File: src/common/lid_pkg.sv
//
// Contract
// Page one code 0001 sets line scroll enables
// Function set carries bus width, rows, page
// Primary page zero: pan_not_scroll and inversion bits
// Page one function set: glyph flash bit
// Page zero code 01 loads glyph address
// Page one code 01 loads icon address
// Page zero bit7 loads character address
// Page one bit7 loads dot scroll amount
// Status read returns busy bit, no delay
// Second consecutive status read returns part code
// Serial mode reads only via continuous read
// Data write stores into selected RAM
// Data read returns selected RAM byte
// Host waits half oscillator period after ready
// Busy times: clear/home, control, data
// Alternate set auto pan shifts all lines
// Clear fills character RAM, address zero
// Home zeroes address, undoes display shift
// Page zero 00001: screen, pointer, flash
// Page one 00001: font, invert, four rows
// Page zero 0001: shift select and bias
// Alternate set ignores function set bits 1:0; code sets glyph flash from bit 1 on page one
// Table select high primary, low alternate
// Stored page bit decodes page commands
package lid_pkg;

    // -------------------------------------------------------------------
    // Timing
    // -------------------------------------------------------------------
    localparam int unsigned CLK_NS = 10;
    localparam int unsigned T_CLEAR_NS = 1530000;
    localparam int unsigned T_CTRL_NS = 39000;
    localparam int unsigned T_DATA_NS = 43000;
    localparam int unsigned CLEAR_CYC = (T_CLEAR_NS + CLK_NS - 1) / CLK_NS;
    localparam int unsigned CTRL_CYC = (T_CTRL_NS + CLK_NS - 1) / CLK_NS;
    localparam int unsigned DATA_CYC = (T_DATA_NS + CLK_NS - 1) / CLK_NS;
    localparam int unsigned BUSY_W = 18;

    // -------------------------------------------------------------------
    // Register map (byte addresses)
    // -------------------------------------------------------------------
    localparam logic [7:0] OFS_CMD = 8'h00;
    localparam logic [7:0] OFS_DATA = 8'h04;
    localparam logic [7:0] OFS_CFG = 8'h08;
    localparam logic [7:0] OFS_CTRL = 8'h0c;
    localparam logic [7:0] OFS_FLAGS = 8'h10;

    // Field positions
    localparam int unsigned CTRL_SERIAL_BIT = 0;
    localparam int unsigned CTRL_CONT_BIT = 1;
    localparam int unsigned FLAG_OVERRUN_BIT = 0;
    localparam int unsigned FLAG_TABLE_BIT = 1;

    // Reset and fill values
    localparam logic [7:0] SPACE_CODE = 8'h20;
    localparam logic [6:0] AC_HOME = 7'h00;
    localparam logic [1:0] BIAS_RST = 2'h2;
    localparam logic [6:0] PART_CODE_DEF = 7'h2a; // Arbitrary value
    localparam int unsigned CHAR_DEPTH = 128;
    localparam int unsigned GLYPH_DEPTH = 64;
    localparam int unsigned ICON_DEPTH = 16;

    typedef enum logic [1:0] {RAM_CHAR, RAM_GLYPH, RAM_ICON} lid_ram_t;

    // Display configuration visible to the panel logic
    typedef struct packed {
        logic bus_width_8;
        logic two_row;
        logic pan_not_scroll;
        logic invert_screen;
        logic glyph_ram_flash;
        logic [3:0] line_dot_scroll_en;
        logic [5:0] dot_scroll_amount;
        logic screen_on;
        logic pointer_shown;
        logic pointer_flash;
        logic wide_font;
        logic cursor_invert;
        logic four_row;
        logic pan_or_pointer;
        logic move_right;
        logic [1:0] bias_select;
        logic inc_dir;
        logic auto_pan;
        logic [6:0] shift_pos;
    } lid_cfg_t;

    localparam int unsigned CFG_W = $bits(lid_cfg_t);

endpackage

File: src/design/lid_top.sv
`timescale 1ns/1ps
module lid_top import lid_pkg::*; #(
    parameter int unsigned CLEAR_CYCLES = CLEAR_CYC,
    parameter int unsigned DATA_CYCLES = DATA_CYC,
    parameter logic [6:0] PART_CODE = PART_CODE_DEF // Arbitrary value
) (
    input wire logic pclk,
    input wire logic presetn,
    input wire logic psel,
    input wire logic penable,
    input wire logic pwrite,
    input wire logic [7:0] paddr,
    input wire logic [31:0] pwdata,
    input wire logic instruction_table_select,
    output logic pready,
    output logic [31:0] prdata,
    output logic pslverr,
    output logic busy_flag,
    output lid_cfg_t disp_cfg
);

    // -------------------------------------------------------------------
    // State
    // -------------------------------------------------------------------
    typedef struct packed {
        lid_cfg_t cfg;
        logic [6:0] address_counter;
        lid_ram_t ram_sel;
        logic extended_page;
        logic status_second;
        logic [BUSY_W-1:0] busy_cnt;
        logic busy;
        logic serial_mode;
        logic cont_read;
        logic overrun;
        logic tsel_meta;
        logic tsel_sync;
        logic pready;
        logic pslverr;
        logic [31:0] prdata;
    } lid_state_t;

    lid_state_t st_reg;
    lid_state_t st_next;

    logic [7:0] char_ram [CHAR_DEPTH];
    logic [7:0] glyph_ram [GLYPH_DEPTH];
    logic [7:0] icon_ram [ICON_DEPTH];

    logic access;
    logic setup;
    logic cmd_take;
    logic data_wr;
    logic data_rd_take;
    logic stat_rd;
    logic rd_blocked;
    logic clear_fill;
    logic [7:0] cmd;
    logic [7:0] ram_q;

    // -------------------------------------------------------------------
    // Helpers
    // -------------------------------------------------------------------
    // Step the address counter and wrap it to the size of the target RAM
    function automatic logic [6:0] ac_step(input logic [6:0] ac, input lid_ram_t sel,
                                          input logic up);
        logic [6:0] n;
        n = up ? 7'(ac + 7'h01) : 7'(ac - 7'h01);
        case (sel)
            RAM_GLYPH: ac_step = {1'b0, n[5:0]};
            RAM_ICON: ac_step = {3'b000, n[3:0]};
            default: ac_step = n;
        endcase
    endfunction

    function automatic logic is_ofs(input logic [7:0] a, input logic [7:0] ofs);
        is_ofs = (a == ofs);
    endfunction

    // Access phase is where a transfer takes effect; pready is always high there
    assign setup = psel & ~penable;
    assign access = psel & penable & st_reg.pready;
    assign cmd = pwdata[7:0];
    // Serial link has no plain read path, only continuous read
    assign rd_blocked = st_reg.serial_mode & ~st_reg.cont_read;
    assign cmd_take = access & pwrite & is_ofs(paddr, OFS_CMD) & ~st_reg.busy;
    assign data_wr = access & pwrite & is_ofs(paddr, OFS_DATA) & ~st_reg.busy;
    assign data_rd_take = access & ~pwrite & is_ofs(paddr, OFS_DATA) & ~st_reg.busy
                          & ~rd_blocked;
    assign stat_rd = access & ~pwrite & is_ofs(paddr, OFS_CMD) & ~rd_blocked;
    assign clear_fill = cmd_take & (cmd == 8'h01);

    // Byte at the address counter in whichever RAM was last addressed
    always_comb begin
        case (st_reg.ram_sel)
            RAM_GLYPH: ram_q = glyph_ram[st_reg.address_counter[5:0]];
            RAM_ICON: ram_q = icon_ram[st_reg.address_counter[3:0]];
            default: ram_q = char_ram[st_reg.address_counter];
        endcase
    end

    // -------------------------------------------------------------------
    // Next state
    // -------------------------------------------------------------------
    always_comb begin
        logic prim;
        logic ep;
        logic [BUSY_W-1:0] load;
        prim = st_reg.tsel_sync;
        ep = st_reg.extended_page;
        load = '0;
        st_next = st_reg;

        // Strap crosses two flops; the first is read only by the second
        st_next.tsel_meta = instruction_table_select;
        st_next.tsel_sync = st_reg.tsel_meta;

        // Busy countdown; status reads stay legal while it runs
        if (st_reg.busy_cnt != '0) begin
            st_next.busy_cnt = st_reg.busy_cnt - 1'b1;
        end

        // Instruction decode, page bit taken from stored state
        if (cmd_take) begin
            load = BUSY_W'(CTRL_CYC);
            if (cmd == 8'h01) begin
                st_next.address_counter = AC_HOME;
                st_next.ram_sel = RAM_CHAR;
                st_next.cfg.inc_dir = 1'b1;
                st_next.cfg.shift_pos = '0;
                load = BUSY_W'(CLEAR_CYCLES);
            end else if (cmd[7:1] == 7'h01) begin
                // Primary page one decodes this as power down, which lives elsewhere
                if (!(prim && ep)) begin
                    st_next.address_counter = AC_HOME;
                    st_next.ram_sel = RAM_CHAR;
                    st_next.cfg.shift_pos = '0;
                    load = BUSY_W'(CLEAR_CYCLES);
                end
            end else if (cmd[7:2] == 6'h01) begin
                if (!(prim && ep)) begin
                    st_next.cfg.inc_dir = cmd[1];
                    st_next.cfg.auto_pan = cmd[0];
                end
            end else if (cmd[7:3] == 5'h01) begin
                if (ep) begin
                    st_next.cfg.wide_font = cmd[2];
                    st_next.cfg.cursor_invert = cmd[1];
                    st_next.cfg.four_row = cmd[0];
                end else begin
                    st_next.cfg.screen_on = cmd[2];
                    st_next.cfg.pointer_shown = cmd[1];
                    st_next.cfg.pointer_flash = cmd[0];
                end
            end else if (cmd[7:4] == 4'h1) begin
                if (ep) begin
                    // Same four bits act as line shift enables when panning
                    st_next.cfg.line_dot_scroll_en = cmd[3:0];
                end else begin
                    st_next.cfg.pan_or_pointer = cmd[3];
                    st_next.cfg.move_right = cmd[2];
                    st_next.cfg.bias_select = cmd[1:0];
                    if (cmd[3]) begin
                        st_next.cfg.shift_pos = cmd[2] ? 7'(st_reg.cfg.shift_pos + 7'h01)
                                                       : 7'(st_reg.cfg.shift_pos - 7'h01);
                    end else begin
                        st_next.address_counter = ac_step(st_reg.address_counter,
                                                          st_reg.ram_sel, cmd[2]);
                    end
                end
            end else if (cmd[7:5] == 3'h1) begin
                st_next.cfg.bus_width_8 = cmd[4];
                st_next.cfg.two_row = cmd[3];
                st_next.extended_page = cmd[2];
                if (cmd[2]) begin
                    st_next.cfg.glyph_ram_flash = cmd[1];
                end else if (prim) begin
                    st_next.cfg.pan_not_scroll = cmd[1];
                    st_next.cfg.invert_screen = cmd[0];
                end
                // Alternate set leaves bits 1:0 unused on page zero
            end else if (cmd[7:6] == 2'h1) begin
                if (ep) begin
                    st_next.address_counter = {3'b000, cmd[3:0]};
                    st_next.ram_sel = RAM_ICON;
                end else begin
                    st_next.address_counter = {1'b0, cmd[5:0]};
                    st_next.ram_sel = RAM_GLYPH;
                end
            end else if (cmd[7]) begin
                if (ep) begin
                    st_next.cfg.dot_scroll_amount = cmd[5:0];
                end else begin
                    st_next.address_counter = cmd[6:0];
                    st_next.ram_sel = RAM_CHAR;
                end
            end
        end

        // Data transfers move the counter in the entry direction
        if (data_wr || data_rd_take) begin
            load = BUSY_W'(DATA_CYCLES);
            st_next.address_counter = ac_step(st_reg.address_counter, st_reg.ram_sel,
                                              st_reg.cfg.inc_dir);
            // Pan tracks char writes; alternate set pans every line
            if (data_wr && st_reg.cfg.auto_pan && st_reg.ram_sel == RAM_CHAR) begin
                st_next.cfg.shift_pos = st_reg.cfg.inc_dir ? 7'(st_reg.cfg.shift_pos - 7'h01)
                                                           : 7'(st_reg.cfg.shift_pos + 7'h01);
            end
        end

        if (load != '0) begin
            st_next.busy_cnt = load;
        end
        st_next.busy = (st_next.busy_cnt != '0);

        // Status alternates counter and part code on back-to-back reads
        if (stat_rd) begin
            st_next.status_second = ~st_reg.status_second;
        end else if (access && (is_ofs(paddr, OFS_CMD) || is_ofs(paddr, OFS_DATA))) begin
            st_next.status_second = 1'b0;
        end

        // Control and sticky flag; a new overrun wins over a clear
        if (access && pwrite && is_ofs(paddr, OFS_CTRL)) begin
            st_next.serial_mode = pwdata[CTRL_SERIAL_BIT];
            st_next.cont_read = pwdata[CTRL_CONT_BIT];
        end
        if (access && pwrite && is_ofs(paddr, OFS_FLAGS) && pwdata[FLAG_OVERRUN_BIT]) begin
            st_next.overrun = 1'b0;
        end
        if (access && st_reg.busy && (is_ofs(paddr, OFS_CMD) || is_ofs(paddr, OFS_DATA))
            && (pwrite || is_ofs(paddr, OFS_DATA))) begin
            st_next.overrun = 1'b1;
        end

        // Bus answer: one access cycle, data prepared in setup
        st_next.pready = setup;
        st_next.pslverr = 1'b0;
        if (!setup) begin
            st_next.prdata = '0;
        end else begin
            st_next.prdata = '0;
            case (paddr)
                OFS_CMD: begin
                    st_next.pslverr = ~pwrite & rd_blocked;
                    if (!pwrite && !rd_blocked) begin
                        st_next.prdata[7] = st_reg.busy;
                        st_next.prdata[6:0] = st_reg.status_second ? PART_CODE
                                                                   : st_reg.address_counter;
                    end
                end
                OFS_DATA: begin
                    st_next.pslverr = ~pwrite & rd_blocked;
                    if (!pwrite && !rd_blocked) begin
                        st_next.prdata[7:0] = ram_q;
                    end
                end
                // Pan position is live state, not a setting; leaving it out lets
                // the rest of the configuration fit one bus word
                OFS_CFG: st_next.prdata[CFG_W-8:0] = st_reg.cfg[CFG_W-1:7];
                OFS_CTRL: begin
                    st_next.prdata[CTRL_SERIAL_BIT] = st_reg.serial_mode;
                    st_next.prdata[CTRL_CONT_BIT] = st_reg.cont_read;
                end
                OFS_FLAGS: begin
                    st_next.prdata[FLAG_OVERRUN_BIT] = st_reg.overrun;
                    st_next.prdata[FLAG_TABLE_BIT] = st_reg.tsel_sync;
                end
                default: st_next.pslverr = 1'b1;
            endcase
        end
    end

    // -------------------------------------------------------------------
    // Registers
    // -------------------------------------------------------------------
    always_ff @(posedge pclk or negedge presetn) begin
        if (!presetn) begin
            st_reg <= '0;
            st_reg.cfg.bias_select <= BIAS_RST;
            st_reg.cfg.inc_dir <= 1'b1;
            st_reg.cfg.bus_width_8 <= 1'b1;
        end else begin
            st_reg <= st_next;
        end
    end

    // RAM writes; clear fills the whole char RAM in one edge
    always_ff @(posedge pclk) begin
        if (clear_fill) begin
            for (int i = 0; i < CHAR_DEPTH; i++) begin
                char_ram[i] <= SPACE_CODE;
            end
        end else if (data_wr) begin
            case (st_reg.ram_sel)
                RAM_GLYPH: glyph_ram[st_reg.address_counter[5:0]] <= cmd;
                RAM_ICON: icon_ram[st_reg.address_counter[3:0]] <= cmd;
                default: char_ram[st_reg.address_counter] <= cmd;
            endcase
        end
    end

    assign pready = st_reg.pready;
    assign prdata = st_reg.prdata;
    assign pslverr = st_reg.pslverr;
    assign busy_flag = st_reg.busy;
    assign disp_cfg = st_reg.cfg;
endmodule

File: config.mk
export PLATFORM = sky130hd
export DESIGN_NAME = lid_top
export DESIGN_NICKNAME = d
export VERILOG_FILES = /design/src/common/lid_pkg.sv /design/src/design/lid_top.sv
export SDC_FILE = /design/constraint.sdc
export NUM_CORES = 2
export LEC_CHECK = 0
export BUFFER_PORTS_ARGS = -buffer_cell sky130_fd_sc_hd__buf_2
export CAP_MARGIN = 10
export CORE_MARGIN = 2
export CORE_UTILIZATION = 51
export CTS_BUF_LIST = sky130_fd_sc_hd__clkbuf_8 sky130_fd_sc_hd__clkbuf_16
export CTS_CLUSTER_DIAMETER = 30
export DETAILED_ROUTE_END_ITERATION = 12
export HOLD_SLACK_MARGIN = 0.06
export PLACE_DENSITY = 0.69
export SKIP_CTS_REPAIR_TIMING = 1
export SLEW_MARGIN = 20
export SYNTH_ARGS = -nofsm -noshare
export SYNTH_HDL_FRONTEND = slang
export SYNTH_SLANG_ARGS = --single-unit
File: constraint.sdc
create_clock -name pclk -period 3.9 [get_ports pclk]
set_input_delay 0.195 -clock pclk [delete_from_list [all_inputs] [get_ports pclk]]
set_output_delay 0.195 -clock pclk [all_outputs]
set_load 0.01 [all_outputs]
==> After elaboration in Yosys (flattened, before gate mapping) <==
Memories as Yosys holds them, arrays and structs flattened.
Index checks and enable logic that the tools add are counted.
{ "classes": {"bitwise": 33, "n_eq_ne": 28, "muxes": 70, "addsub": 5, "n_reduce_logical": 44} }
{ "ops": {"columns": ["op", "count"], "rows": [
  ["$mux W18", 7],
  ["$mux W7", 11],
  ["$reduce_bool A18 Y1", 3],
  ["$mux W17", 3],
  ["$mux W16", 3],
  ["$mux W9", 4],
  ["$mux W8", 4],
  ["$mux W14", 2],
  ["$pmux W7 S2", 2],
  ["$mux W27", 1],
  ["$mux W1", 24],
  ["$reduce_and A7 Y1", 3],
  ["$mux W19", 1],
  ["$pmux W6 S3", 1],
  ["$reduce_and A9 Y1", 2],
  ["$sub A18 B1 Y18 const B", 1],
  ["$and A1 B1 Y1", 17],
  ["$eq A8 B4 Y1 const B", 2],
  ["$not A1 Y1", 16],
  ["$pmux W8 S2", 1],
  ["$reduce_and A8 Y1", 2],
  ["$ne A3 B3 Y1 const B", 5],
  ["$ne A5 B4 Y1 const B", 3],
  ["$add A7 B1 Y7 const B", 2],
  ["other kinds (34)", 60]
]} }
{ "word_totals": {"regBits": 103, "ramBits": 1664, "memories": 3} }
{ "mem_list": {"columns": ["name", "words", "width", "read_ports", "rd_clocked_by_memory_dff", "write_ports", "line", "text"], "rows": [
  ["char_ram", 128, 8, 1, 0, 128, "lid_top.sv:46", "logic [7:0] char_ram [CHAR_DEPTH];"],
  ["glyph_ram", 64, 8, 1, 0, 1, "lid_top.sv:47", "logic [7:0] glyph_ram [GLYPH_DEPTH];"],
  ["icon_ram", 16, 8, 1, 0, 1, "lid_top.sv:48", "logic [7:0] icon_ram [ICON_DEPTH];"]
]} }

==> Logic depth before layout (Yosys ltp) <==
{ "logic_depth": {"word_depth": 13, "mapped_depth": 16} }

==> Least setup slack after synthesis <==
Ideal clock, no wire load.
{ "synth_timing": {"kind": "flip-flop to flip-flop", "start": "register st_reg[63] in the netlist's numbering", "end": "memory icon_ram[1][0], enable pin", "n_path_buf": 5, "synth_period_minus_slack_ns": 3.216, "t_arrival_ns": 2.833, "t_required_ns": 3.517, "stages_incl_launch_ff": 10, "path_slack_ns": 0.684, "cell_sequence": "dfrtp_1 > buf_2 > buf_2 > inv_2 > buf_1 > clkbuf_1 > clkbuf_1 > ha_1 > nand3_1 > nor3_1"} }
{ "synth_lines": {"columns": ["item", "line", "text"], "rows": [
  ["start, declared", "lid_top.sv:43", "lid_state_t st_reg;"],
  ["start signal, assigned", "lid_top.sv:285", "st_reg <= st_next;"],
  ["end, declared", "lid_top.sv:48", null]
]} }
Straight into the memory's write port.

==> out/metrics.cfg <==
[final_layout]
fin_area_mm2=0.0944
drive_above_1_share_pct=23.4
diodes=0
regMostFlops=char_ram
largest_reg_flops=1024
syn_to_final_growth_pct=20.4
fin_nets=5852
finish.utilization_pct=62.0

[drt]
antenna_left=0
dr.pass1.iters=7
drcViolationCount=0
wl_per_cell_um=28.5
routed_wl_mm=231
viasPerCell=6.38
dr_total_vias=51647
drt_iter0_markers=7368

[pwr]
p_leak_nw=30.7
power.density_mw_per_mm2=530
ir_worst_vdd_mv=0.489

[sta]
finalHoldViolations=0
rsz0062_at_grt=no
slew_violations=0
setup_viol=0
worst_slew_pin_slew_ns=1.18
fin_hold_ws_ns=0.0950
fin_crit_ns=3.72
period_share_pct=95.3
setup_tns_ns=0
finClkSkew_ns=0.0522
max_freq_ghz=0.269
relSlewSlack_pct=21.5

[synthesis]
synth_mux_area_share_pct=10.0
synthSimpleGateAreaFrac_pct=12.2
synthTopCellsByArea=edfxtp_1 (64%), mux4_2 (6.1%), and2_1 (5.1%), dfrtp_1 (3.0%), mux2i_1 (2.7%)
synth_edf_count=1664
post_synth.cell_area_avg_um2=14.3
synth_top_area_cell=edfxtp_1
synth_common_cells=edfxtp_1 (1664), and2_1 (645), clkbuf_1 (322)
synth_xor_area_share_pct=0.257
synth_seq_area_share_pct=66.9
ys_seq_elements=1762
synth_most_common_cell=edfxtp_1
synthAdderAreaFrac_pct=0.176
netlist.area_leader.share_pct=63.8
synth_compound_area_share_pct=7.04
ys.flop_type=edfxtp_1
yosys_warnings=0
ys_types=85
syn-cell-area_mm2=0.0784
syn_inst=5464
synth_top_family_by_area=simple AND/OR/NAND/NOR gates
synthArstFlopShare_pct=5.56

[clock_network]
cts_inserted_buffers=342
ctsRootBufferMaster=clkbuf_16
cts_htree_levels=5
cts.clk_slew.worst_paths_ns=0.05
clkSinkCount=1762
max-clock-path-buffers=4
insertion_delay_ns=0.93
cts_tree=built

[grt]
grtUsageTotal_pct=29.2
grt_pass1_wl_mm=339
antenna_found_initial=1
grt_max_degree=173
gr-total-overflow=0
first_global_vias=51017

[critical_path]
setup.worst_path.end_class=flip-flop
crit_top_cell=a221oi_1
worstSetupPathType=flip-flop to flip-flop
critical_path.max_stage_delay_ns=0.99
worst_path_max_delay_cell=nor2b_2
cp.arrival_ns=4.58
cp.required_ns=4.77
start_kind=flip-flop
crit_fanout=23
cp_cell_sequence=nor2b_2, a221oi_1, o211ai_1, a221oi_1, a311oi_1, nand4b_1, and4_1

[hold_path]
min_path_type=input pin to flip-flop

[die]
rows=143
die_width_um=396
core-area_mm2=0.152
start_util_pct=51.5
ios=115
die_y_um=396
dieArea_mm2=0.157

[status]
status=completed

[placed_design]
placedInstanceArea_mm2=0.0827
place_congestion=0.902
io_buffer_count=85
dp_hpwl_mm=144

[run]
cap_violations=0

cell families (layout without fill, tap and decap cells):
group / count (synthesis) / in the layout
adders and majority gates: 11 / 11
other: 1 / 5
muxes: 506 / 506
buffers and inverters: 572 / 1168
xor gates and xnor gates: 23 / 23
AOI/OAI and AO/OA: 800 / 800
and+or+nand+nor: 1789 / 1789
DFF: 1762 / 1762
layer usage:
| metal | track usage (%) | vias up | wire length [µm] |
|---|---|---|---|
| met2 | 45.8 | 3514 | 108000 |
| met4 | 13.2 | 0 | 11500 |
| li1 | - | 21693 | - |
| met5 | 0 | - | 0 |
| met3 | 6.26 | 652 | 25600 |
| met1 | 39.4 | 25788 | 86000 |
report_power, final:
group          internal [mW]  switching (mW)
sequential              20.5         0.00224
combinational         0.0666           0.413
clock                   19.1            9.88
layout by cell type, fill, tap and decap left out, types with 22 or more instances in the layout:
cell type and count:
a21oi_1 103, a221o_1 22, a221oi_1 138, a22oi_1 87
a31oi_1 26, and2_1 644, and3_1 30, buf_12 46
buf_2 76, buf_4 376, bufinv_16 40, clkbuf_16 352
clkinv_1 27, clkinv_2 53, clkinv_4 28, clkinvlp_4 39
dfrtp_1 90, dlygate4sd3_1 28, edfxtp_1 1664, inv_1 54
inv_6 26, mux2_2 82, mux2i_1 211, mux4_2 213
nand2_1 189, nand3_1 95, nor2_1 305, nor3_1 273
o211ai_1 23, o21ai_0 191, o21ai_1 46, or3_1 136
per-stage QoR:
| stage | cells | setup WS (ns) | total power, mW |
|---|---|---|---|
| floorplan | 5468 | 0.684 | 21.1 |
| global placement | 7453 | 0.304 | 21.3 |
| detailed placement | 7453 | 0.277 | 21.4 |
| CTS | 8066 | 0.302 | 50.1 |
| global route | 8094 | 0.166 | 51.0 |
| finish | 8094 | 0.184 | 50.0 |
critical path, delay by kind of cell (launching register included):
family / cells / cell delay, ns
AND/OR/NAND/NOR: 3 / 1.41
flip-flops: 1 / 0.73
AO/OA/AOI/OAI: 4 / 1.50
final timing paths:
path | start | end | slack [ns] | cells after the start
max in group asynchronous | presetn | disp_cfg[5] | 1.66 | 4
min in group asynchronous | presetn | pslverr | 0.44 | 3
setup / recovery | st_reg[64] | prdata[5] | 0.18 | 7
hold reg to reg | st_next[34] | st_reg[34] | 0.35 | 0
setup reg to reg | st_reg[64] | prdata[5] | 0.18 | 7
hold / removal | paddr[7] | st_reg[37] | 0.09 | 5
layout make-up:
type	instances	area, µm²
clock buffers	354	8840
multi-input cells	3134	23400
fillers	10847	57900
repair buffers	532	4470
well taps	2030	2540
inverters	23	100
flip-flops and latches	1762	52400
clock inverters	259	2580
Note: power is estimated with default switching activity, not from simulation.
